## config.mk

```make
export PLATFORM = sky130hd
export DESIGN_NAME = ddic_conditioner
export DESIGN_NICKNAME = d
export VERILOG_FILES = /design/src/rtl/ddic_pkg.sv /design/src/rtl/ddic_conditioner.sv
export SDC_FILE = /design/constraint.sdc
export NUM_CORES = 1
export LEC_CHECK = 0
export ABC_AREA = 0
export BUFFER_PORTS_ARGS = -buffer_cell sky130_fd_sc_hd__buf_4
export CAP_MARGIN = 5
export CORE_MARGIN = 5
export CORE_UTILIZATION = 25
export CTS_CLUSTER_DIAMETER = 60
export DETAILED_ROUTE_END_ITERATION = 10
export GPL_ROUTABILITY_DRIVEN = 0
export PLACE_DENSITY = 0.38
export SLEW_MARGIN = 15
export SYNTH_ARGS = -nofsm -noshare
export SYNTH_HDL_FRONTEND = slang
export SYNTH_SLANG_ARGS = --single-unit
```

## constraint.sdc

```tcl
create_clock -name clk -period 2.6 [get_ports clk]
set_clock_uncertainty 0.1 [all_clocks]
set_input_delay 0.26 -clock clk [delete_from_list [all_inputs] [get_ports clk]]
set_output_delay 0.26 -clock clk [all_outputs]
set_load 0.02 [all_outputs]
```

## src/rtl/ddic_pkg.sv

```systemverilog
// Package with constants, register map and types of the dual digital input conditioner.
package ddic_pkg;
	// Timing: 250 MHz clock, one millisecond tick, 6.5 ms transmit period.
	localparam int CLK_HZ = 250000000;
	localparam int TICK_MS = 1;
	localparam int TICK_CYCLES = CLK_HZ / 1000 * TICK_MS;
	localparam int SEND_PERIOD_US = 6500;
	localparam int SEND_CYCLES = CLK_HZ / 1000000 * SEND_PERIOD_US;
	localparam int MAX_INPUT_HZ = 50;
	localparam int MIN_HALF_PERIOD_MS = 1000 / (2 * MAX_INPUT_HZ);
	// Cyclic data configuration identifier.
	localparam logic [7:0] CFG_ID = 8'h0A;
	// Register byte addresses.
	localparam logic [3:0] ADDR_CH0_CFG = 4'h0;
	localparam logic [3:0] ADDR_CH1_CFG = 4'h4;
	localparam logic [3:0] ADDR_STATUS = 4'h8;
	localparam logic [3:0] ADDR_CFGID = 4'hC;
	// Channel configuration field positions.
	localparam int F_INVERT = 0;
	localparam int F_SIM = 1;
	localparam int F_SIMVAL = 2;
	localparam int F_SIMOK = 3;
	localparam int F_FMODE = 4;
	localparam int F_SUBVAL = 6;
	localparam int F_SUBOK = 7;
	localparam int F_LFCHK = 8;
	localparam int F_NAMUR = 9;
	localparam int F_ONDLY = 16;
	localparam int F_OFFDLY = 24;
	localparam logic [31:0] CH_CFG_RESET = 32'h0000_0000;
	localparam logic [31:0] UNMAPPED_READ = 32'h0000_0000;
	// Fault response modes.
	typedef enum logic [1:0] {
		FM_CURRENT = 2'b00,
		FM_SUBST = 2'b01,
		FM_LAST = 2'b10
	} ddic_fmode_e;
	// Per channel field condition from the sensing front end.
	typedef struct packed {
		logic level;
		logic breakage;
		logic shortCircuit;
	} ddic_field_s;
	// Avalon-MM slave request.
	typedef struct packed {
		logic [3:0] address;
		logic read;
		logic write;
		logic [31:0] writedata;
	} ddic_avreq_s;
	// Transmitted frame towards the communication unit.
	typedef struct packed {
		logic [7:0] data;
		logic valid;
	} ddic_frame_s;
endpackage : ddic_pkg

```

## src/rtl/ddic_conditioner.sv

```systemverilog
// Two channel digital input conditioner with filtering, line fault checks and fault substitution.
`timescale 1ns/10ps
`default_nettype none
module ddic_conditioner
(
	input wire logic clk,
	input wire logic arst_n,
	input wire ddic_pkg::ddic_field_s fieldCh0,
	input wire ddic_pkg::ddic_field_s fieldCh1,
	input wire logic [3:0] avAddress,
	input wire logic avRead,
	input wire logic avWrite,
	input wire logic [31:0] avWritedata,
	input wire logic [3:0] avByteenable,
	output logic [31:0] avReaddata,
	output logic avWaitrequest,
	output logic [7:0] txData,
	output logic txValid,
	output logic [7:0] cfgId,
	output logic moduleError,
	output logic stationError,
	output logic chanReportValid,
	output logic [15:0] chanReport
);
	import ddic_pkg::*;

	// Slot number carried in channel reports; value is arbitrary.
	localparam logic [3:0] SLOT_ID = 4'h1;
	localparam logic DIR_INPUT = 1'b0;

	typedef struct packed {
		logic [1:0][31:0] chCfg;
		logic statusEn;
		logic [1:0] filt;
		logic [1:0][7:0] dlyCnt;
		logic [1:0] lastValid;
		logic [1:0] faultPrev;
		logic [1:0][1:0] causeSticky;
		logic [17:0] tickCnt;
		logic msTick;
		logic [20:0] sendCnt;
		logic [7:0] txData;
		logic txValid;
		logic [31:0] readdata;
		logic waitreq;
		logic modErr;
		logic stnErr;
		logic repValid;
		logic [15:0] report;
	} ddic_state_s;

	ddic_state_s st_q;
	ddic_state_s st_d;
	ddic_field_s fieldIn [2];
	logic [1:0] outBit;
	logic [1:0] outFault;
	logic [1:0] lineFault;
	logic [1:0] chanFault;
	logic [1:0] polIn;

	assign fieldIn[0] = fieldCh0;
	assign fieldIn[1] = fieldCh1;

	// Per channel polarity, line check and fault selection.
	for (genvar c = 0; c < 2; c++)
	begin : gChan
		logic [31:0] cfg;
		logic namur;
		logic simOn;
		logic baseBit;
		logic [1:0] cause;
		assign cfg = st_q.chCfg[c];
		assign namur = cfg[F_NAMUR];
		assign simOn = cfg[F_SIM];
		assign polIn[c] = fieldIn[c].level ^ cfg[F_INVERT];
		assign cause = {fieldIn[c].shortCircuit, fieldIn[c].breakage};
		assign lineFault[c] = cfg[F_LFCHK] && namur && (cause != 2'b00);
		assign chanFault[c] = (lineFault[c] && !simOn) || (simOn && !cfg[F_SIMOK]);
		assign baseBit = simOn ? cfg[F_SIMVAL] : st_q.filt[c];
		always_comb
		begin
			outBit[c] = baseBit;
			outFault[c] = chanFault[c];
			if (chanFault[c])
			begin
				unique case (ddic_fmode_e'(cfg[F_FMODE +: 2]))
					FM_CURRENT: outBit[c] = baseBit;
					FM_SUBST:
					begin
						outBit[c] = cfg[F_SUBVAL];
						outFault[c] = !cfg[F_SUBOK];
					end
					FM_LAST: outBit[c] = st_q.lastValid[c];
					default: outBit[c] = baseBit;
				endcase
			end
		end
	end

	// Next state: bus slave, tick, delay filters, framing and diagnostics.
	always_comb
	begin
		logic [7:0] dly;
		logic [31:0] merged;
		st_d = st_q;
		dly = 8'h00;
		merged = 32'h0000_0000;
		st_d.waitreq = 1'b1;
		st_d.txValid = 1'b0;
		st_d.repValid = 1'b0;
		st_d.msTick = 1'b0;
		// Avalon access completes one cycle after the request with waitrequest low.
		if ((avRead || avWrite) && st_q.waitreq)
		begin
			st_d.waitreq = 1'b0;
			st_d.readdata = UNMAPPED_READ;
			unique case (avAddress)
				ADDR_CH0_CFG, ADDR_CH1_CFG:
				begin
					merged = st_q.chCfg[avAddress[2]];
					for (int b = 0; b < 4; b++)
					begin
						if (avByteenable[b])
						begin
							merged[b*8 +: 8] = avWritedata[b*8 +: 8];
						end
					end
					if (avWrite)
					begin
						st_d.chCfg[avAddress[2]] = merged;
					end
					st_d.readdata = st_q.chCfg[avAddress[2]];
				end
				ADDR_STATUS:
				begin
					if (avWrite && avByteenable[0])
					begin
						st_d.statusEn = avWritedata[0];
					end
					st_d.readdata = {23'h000000, st_q.causeSticky[1], st_q.causeSticky[0],
						st_q.filt, chanFault, st_q.statusEn};
					// Reading clears sticky causes; a cause present this cycle stays set.
					if (avRead)
					begin
						st_d.causeSticky[0] = 2'b00;
						st_d.causeSticky[1] = 2'b00;
					end
				end
				ADDR_CFGID: st_d.readdata = {24'h000000, CFG_ID};
				default: st_d.readdata = UNMAPPED_READ;
			endcase
		end
		else if (!(avRead || avWrite))
		begin
			st_d.waitreq = 1'b1;
		end
		// Millisecond tick from the system clock.
		if (st_q.tickCnt == 18'(TICK_CYCLES - 1))
		begin
			st_d.tickCnt = 18'h00000;
			st_d.msTick = 1'b1;
		end
		else
		begin
			st_d.tickCnt = st_q.tickCnt + 18'h00001;
		end
		// ON and OFF delay filters; zero delay follows at once.
		for (int c = 0; c < 2; c++)
		begin
			dly = polIn[c] ? st_q.chCfg[c][F_ONDLY +: 8] : st_q.chCfg[c][F_OFFDLY +: 8];
			if (polIn[c] == st_q.filt[c])
			begin
				st_d.dlyCnt[c] = 8'h00;
			end
			else if (dly == 8'h00)
			begin
				st_d.filt[c] = polIn[c];
			end
			else if (st_q.msTick)
			begin
				if (st_q.dlyCnt[c] + 8'h01 >= dly)
				begin
					st_d.filt[c] = polIn[c];
					st_d.dlyCnt[c] = 8'h00;
				end
				else
				begin
					st_d.dlyCnt[c] = st_q.dlyCnt[c] + 8'h01;
				end
			end
			// Capture last valid value while the channel is healthy.
			if (!chanFault[c])
			begin
				st_d.lastValid[c] = outBit[c];
			end
			// Channel report on fault onset, sticky causes set over any clear.
			st_d.faultPrev[c] = chanFault[c];
			if (lineFault[c])
			begin
				st_d.causeSticky[c] = st_d.causeSticky[c] |
					{fieldIn[c].shortCircuit, fieldIn[c].breakage};
			end
		end
		for (int c = 0; c < 2; c++)
		begin
			if (chanFault[c] && !st_q.faultPrev[c] && !st_d.repValid)
			begin
				st_d.repValid = 1'b1;
				st_d.report = {SLOT_ID, 3'(c), DIR_INPUT, 6'h00,
					fieldIn[c].shortCircuit, fieldIn[c].breakage};
				st_d.faultPrev[c] = 1'b1;
			end
			else if (chanFault[c] && !st_q.faultPrev[c])
			begin
				st_d.faultPrev[c] = 1'b0;
			end
		end
		st_d.modErr = st_q.statusEn && (chanFault != 2'b00);
		st_d.stnErr = st_q.statusEn && (chanFault != 2'b00);
		// Periodic frame to the communication unit.
		if (st_q.sendCnt == 21'(SEND_CYCLES - 1))
		begin
			st_d.sendCnt = 21'h000000;
			st_d.txValid = 1'b1;
			st_d.txData = {4'h0, outFault[1], outBit[1], outFault[0], outBit[0]};
		end
		else
		begin
			st_d.sendCnt = st_q.sendCnt + 21'h000001;
		end
	end

	// State register.
	always_ff @(posedge clk or negedge arst_n)
	begin
		if (!arst_n)
		begin
			st_q <= '0;
			st_q.chCfg <= {CH_CFG_RESET, CH_CFG_RESET};
			st_q.waitreq <= 1'b1;
		end
		else
		begin
			st_q <= st_d;
		end
	end

	assign avReaddata = st_q.readdata;
	assign avWaitrequest = st_q.waitreq;
	assign txData = st_q.txData;
	assign txValid = st_q.txValid;
	assign cfgId = CFG_ID;
	assign moduleError = st_q.modErr;
	assign stationError = st_q.stnErr;
	assign chanReportValid = st_q.repValid;
	assign chanReport = st_q.report;
endmodule : ddic_conditioner
`default_nettype wire

```

==> run summary <==
Worst-path maximum fanout -> 6
CTS root buffer -> clkbuf_16
DP Area -> 10,100 sq um
Critical R2R Launch -> gChan[0].cfg[0]
Clock Sinks -> 175
Post-Layout Inst Area -> 11,150 sq um
Maxcap violations -> 0
Initial drt markers -> 238
Crit path largest cell delay -> 440 ps
Total GRT Usage -> 12.86%
Number of global-route vias before repair -> 6,637
Die area -> 39,590 sq um
Seq pwr share -> 44.6%
Critical Path RT -> 2850 ps
Area share of and/or/nand/nor cells after synthesis -> 14.20%
Die Y -> 199.0 um
Clock transition at the registers of the reported paths -> 70 ps
Area occupied by multi-input gates -> 4061 sq um
Slew Limit Fails -> 0
Synth Area in Compound Gates -> 7.821%
Post-route DRC violation count -> 0
Logic gate share of total power -> 21.0%
CP Capture Type -> flip-flop
Minimum clock period -> 2430 ps
CTS buffer count -> 17
IO Port Bufs -> 94
EDFF count, synth -> 0
Yosys cell types -> 55
Maximum root-to-sink buffer count -> 2
FFs w/ async S/R, synth -> 100.0%
Reg2reg end -> st_q[109]
Register Area -> 4382 sq um
Hold depth -> 4
Hold Crit Start -> avRead
Largest net degree at the start of global routing -> 60
R2R depth -> 10
Fin crit share -> 93.48%
Crit-path leading delay family -> compound AO/OA/AOI/OAI gates
Main flop type after synthesis -> dfrtp_1
Antenna Cells -> 0
Fraction of synthesized cell area in xor and xnor cells -> 4.947%
FMAX -> 411.5 MHz
Final TNS setup -> 0 ps
Maximum vdd drop -> 0.5231 mV
Seq/Total Area, Yosys -> 49.07%
CP Class -> reg -> reg
Core area -> 35,400 sq um
Int Pwr -> 0.005154 W
Drt wl/cell -> 17.49 um
Largest family of logic cells by synthesized area -> simple AND/OR/NAND/NOR gates
Worst path slowest cell -> dfrtp_2
Area growth syn-to-layout -> 24.88%
First-pass GRT wire length -> 39,260 um
Mapped Area -> 8927 sq um
RSZ-0062 raised after global routing -> false
Antenna Nets Post-Route -> 0
Adder-cell share of the synthesized area -> 3.364%
Setup crit start kind -> flip-flop
Arr. time, crit path -> 2680 ps
Total power -> 0.007472 W
Worst hold path type -> in -> reg
Drt total wl -> 24,960 um
# rows -> 69
Post-DP HPWL -> 18,320 um
Net Sw Frac -> 31.02%
Chip width -> 199.0 um
CP Cell Sequence -> xor2_2, buf_4, mux2i_2, ha_1, a21oi_1, o21ai_1, a21oi_2, buf_4, nand2b_4, o31ai_1
Post-Syn Instances -> 816
Final Hold Slack -> 149.8 ps
# fillers -> 3,647
Worst Hold End -> avReaddata[1]
Power Density -> 670.2 nW/um^2
Psw -> 0.002318 W
Reg2reg setup slack -> 170 ps
# setup viols final -> 0
Antenna violations before repair -> 1
TritonRoute pass-1 iters -> 5
Share of cells above drive strength 1 -> 27.95%
Clock Latency Late Sink -> 440 ps
Grt total ovfl -> 0
CP most frequent cell -> buf_4
Io pins -> 119
Mux share of post-synthesis cell area -> 13.54%
CTS tree -> yes
Worst Path Buf+Inv -> 2
Syn. warnings -> 0
# nets final -> 1,027
DR vias -> 6,306
Yosys reg bits -> 175
Part of the power in the clock network -> 34.4%
Lkg Pwr -> 5.189 nW
Number of vias per cell -> 4.419
Worst slew pin tran -> 745.5 ps
Final hold violation count -> 0
Run status -> complete, no violations
Post-synthesis average cell area -> 10.94 sq um
H-tree lvl count -> 4
Initial Util -> 25.22%
Relative slew margins -> 50.12%
[routing by layer]
metal  global-route usage (%)  part of all wire (%)  vias up
met1                    17.74                    48     3111
met2                    20.57                    48       82
met4                    3.546                   1.2        2
met3                    2.693                   2.9       16
li1                         -                     -     3095
met5                        0                 0.028        -
[cells in the final DEF, fill, tap and decap left out, types with 5 or more instances in the layout]
| cell type | count |
|---|---|
| mux2i_1 | 50 |
| nor3_1 | 6 |
| nor2b_1 | 8 |
| dfrtp_1 | 173 |
| or3_1 | 9 |
| nand3_1 | 39 |
| and3_1 | 10 |
| xor2_1 | 22 |
| dlygate4sd3_1 | 37 |
| xnor2_1 | 21 |
| o211ai_1 | 10 |
| nand3b_1 | 8 |
| o21ai_0 | 43 |
| buf_4 | 142 |
| nor2_1 | 41 |
| clkbuf_16 | 17 |
| a22o_1 | 7 |
| o22a_1 | 8 |
| nand4_1 | 16 |
| ha_1 | 23 |
| conb_1 | 24 |
| nor4_1 | 14 |
| inv_1 | 9 |
| nand2_1 | 76 |
| mux2_2 | 59 |
| clkinv_4 | 5 |
[synthesized netlist by cell type (9+ instances only)]
| cell | n | area share (%) |
|---|---|---|
| nand2_1 | 76 | 3.2 |
| nor2_1 | 43 | 1.8 |
| nor4_1 | 14 | 0.98 |
| ha_1 | 24 | 3.4 |
| inv_1 | 9 | 0.38 |
| clkbuf_1 | 10 | 0.42 |
| dfrtp_1 | 174 | 49 |
| xor2_1 | 22 | 2.2 |
| mux2_2 | 59 | 7.4 |
| mux2i_1 | 51 | 5.7 |
| o211ai_1 | 10 | 0.84 |
| nand4_1 | 16 | 1.1 |
| nand3_1 | 39 | 2.2 |
| o21ai_0 | 47 | 2.6 |
| buf_4 | 65 | 5.5 |
| and3_1 | 10 | 0.70 |
| or3_1 | 9 | 0.63 |
| xnor2_1 | 21 | 2.1 |
[worst register-to-register path: stages (launching register included)]
cell	delay, ps
dfrtp_2	440
xor2_2	170
buf_4	200
mux2i_2	280
ha_1	280
a21oi_1	140
o21ai_1	100
a21oi_2	200
buf_4	160
nand2b_4	80
o31ai_1	190
[stage by stage]
stage	instances	utilization [%]	worst slack [ps]
after floorplan	838	-	32.80
final	1427	31.50	169.6
after detailed placement	1349	28.52	-56.00
after CTS	1421	31.29	34.60
after global placement	1349	28.52	-28.95
after global routing	1427	31.50	3.654
[worst max path at each step]
stage | from | endpoint | cells after the start
after floorplan | gChan[1].cfg[0] | st_q[126] | 9
after global placement | gChan[0].cfg[0] | st_q[109] | 9
after detailed placement | gChan[0].cfg[0] | st_q[109] | 9
after CTS | gChan[1].cfg[0] | st_q[117] | 9
after global routing | st_q[109] | st_q[113] | 11
final | gChan[0].cfg[0] | st_q[109] | 10
[cell families (layout without fill, tap and decap cells)]
kind of cell    after synthesis  after routing
buf+inv                      98            226
other cells                   2             24
compound gates              104            104
flops                       175            175
simple gates                253            253
xor+xnor                     47             47
fa+ha+maj                    24             24
mux                         113            113
[timing repair]
action / in CTS / in global routing
buffers inserted: 3 / 6
setup endpoints to repair: 7 / 16
pin swaps: 1 / 8
resized for setup: 2 / 13
hold endpoints to repair: 102 / 0
hold buffers: 37 / 0
[cell type report]
class / instances / area share, %
flip-flops and latches: 175 / 39.30
multi-input cells: 565 / 36.43
repair buffers: 183 / 13.55
well taps: 461 / 5.174
clock buffers: 21 / 4.220
clock inverters: 11 / 0.9540
inverters: 11 / 0.3704
[sequential cells by signal (all words and copies together) (netlist names)]
signal           cells
chanReport           4
chanReportValid      1
stationError         1
txData               4
gChan.cfg           64
txValid              1
st_q                67
avWaitrequest        1
avReaddata          32
[power by group through the flow]
stage	clock network (W)	registers, W	logic (W)
global route	0.00280	0.00338	0.00174
CTS	0.00269	0.00333	0.00158
finish	0.00257	0.00333	0.00157
global placement	0	0.00339	0.00151
detailed placement	0	0.00339	0.00150
floorplan	0	0.00326	0.00101
Note: power is estimated with default switching activity, not from simulation.
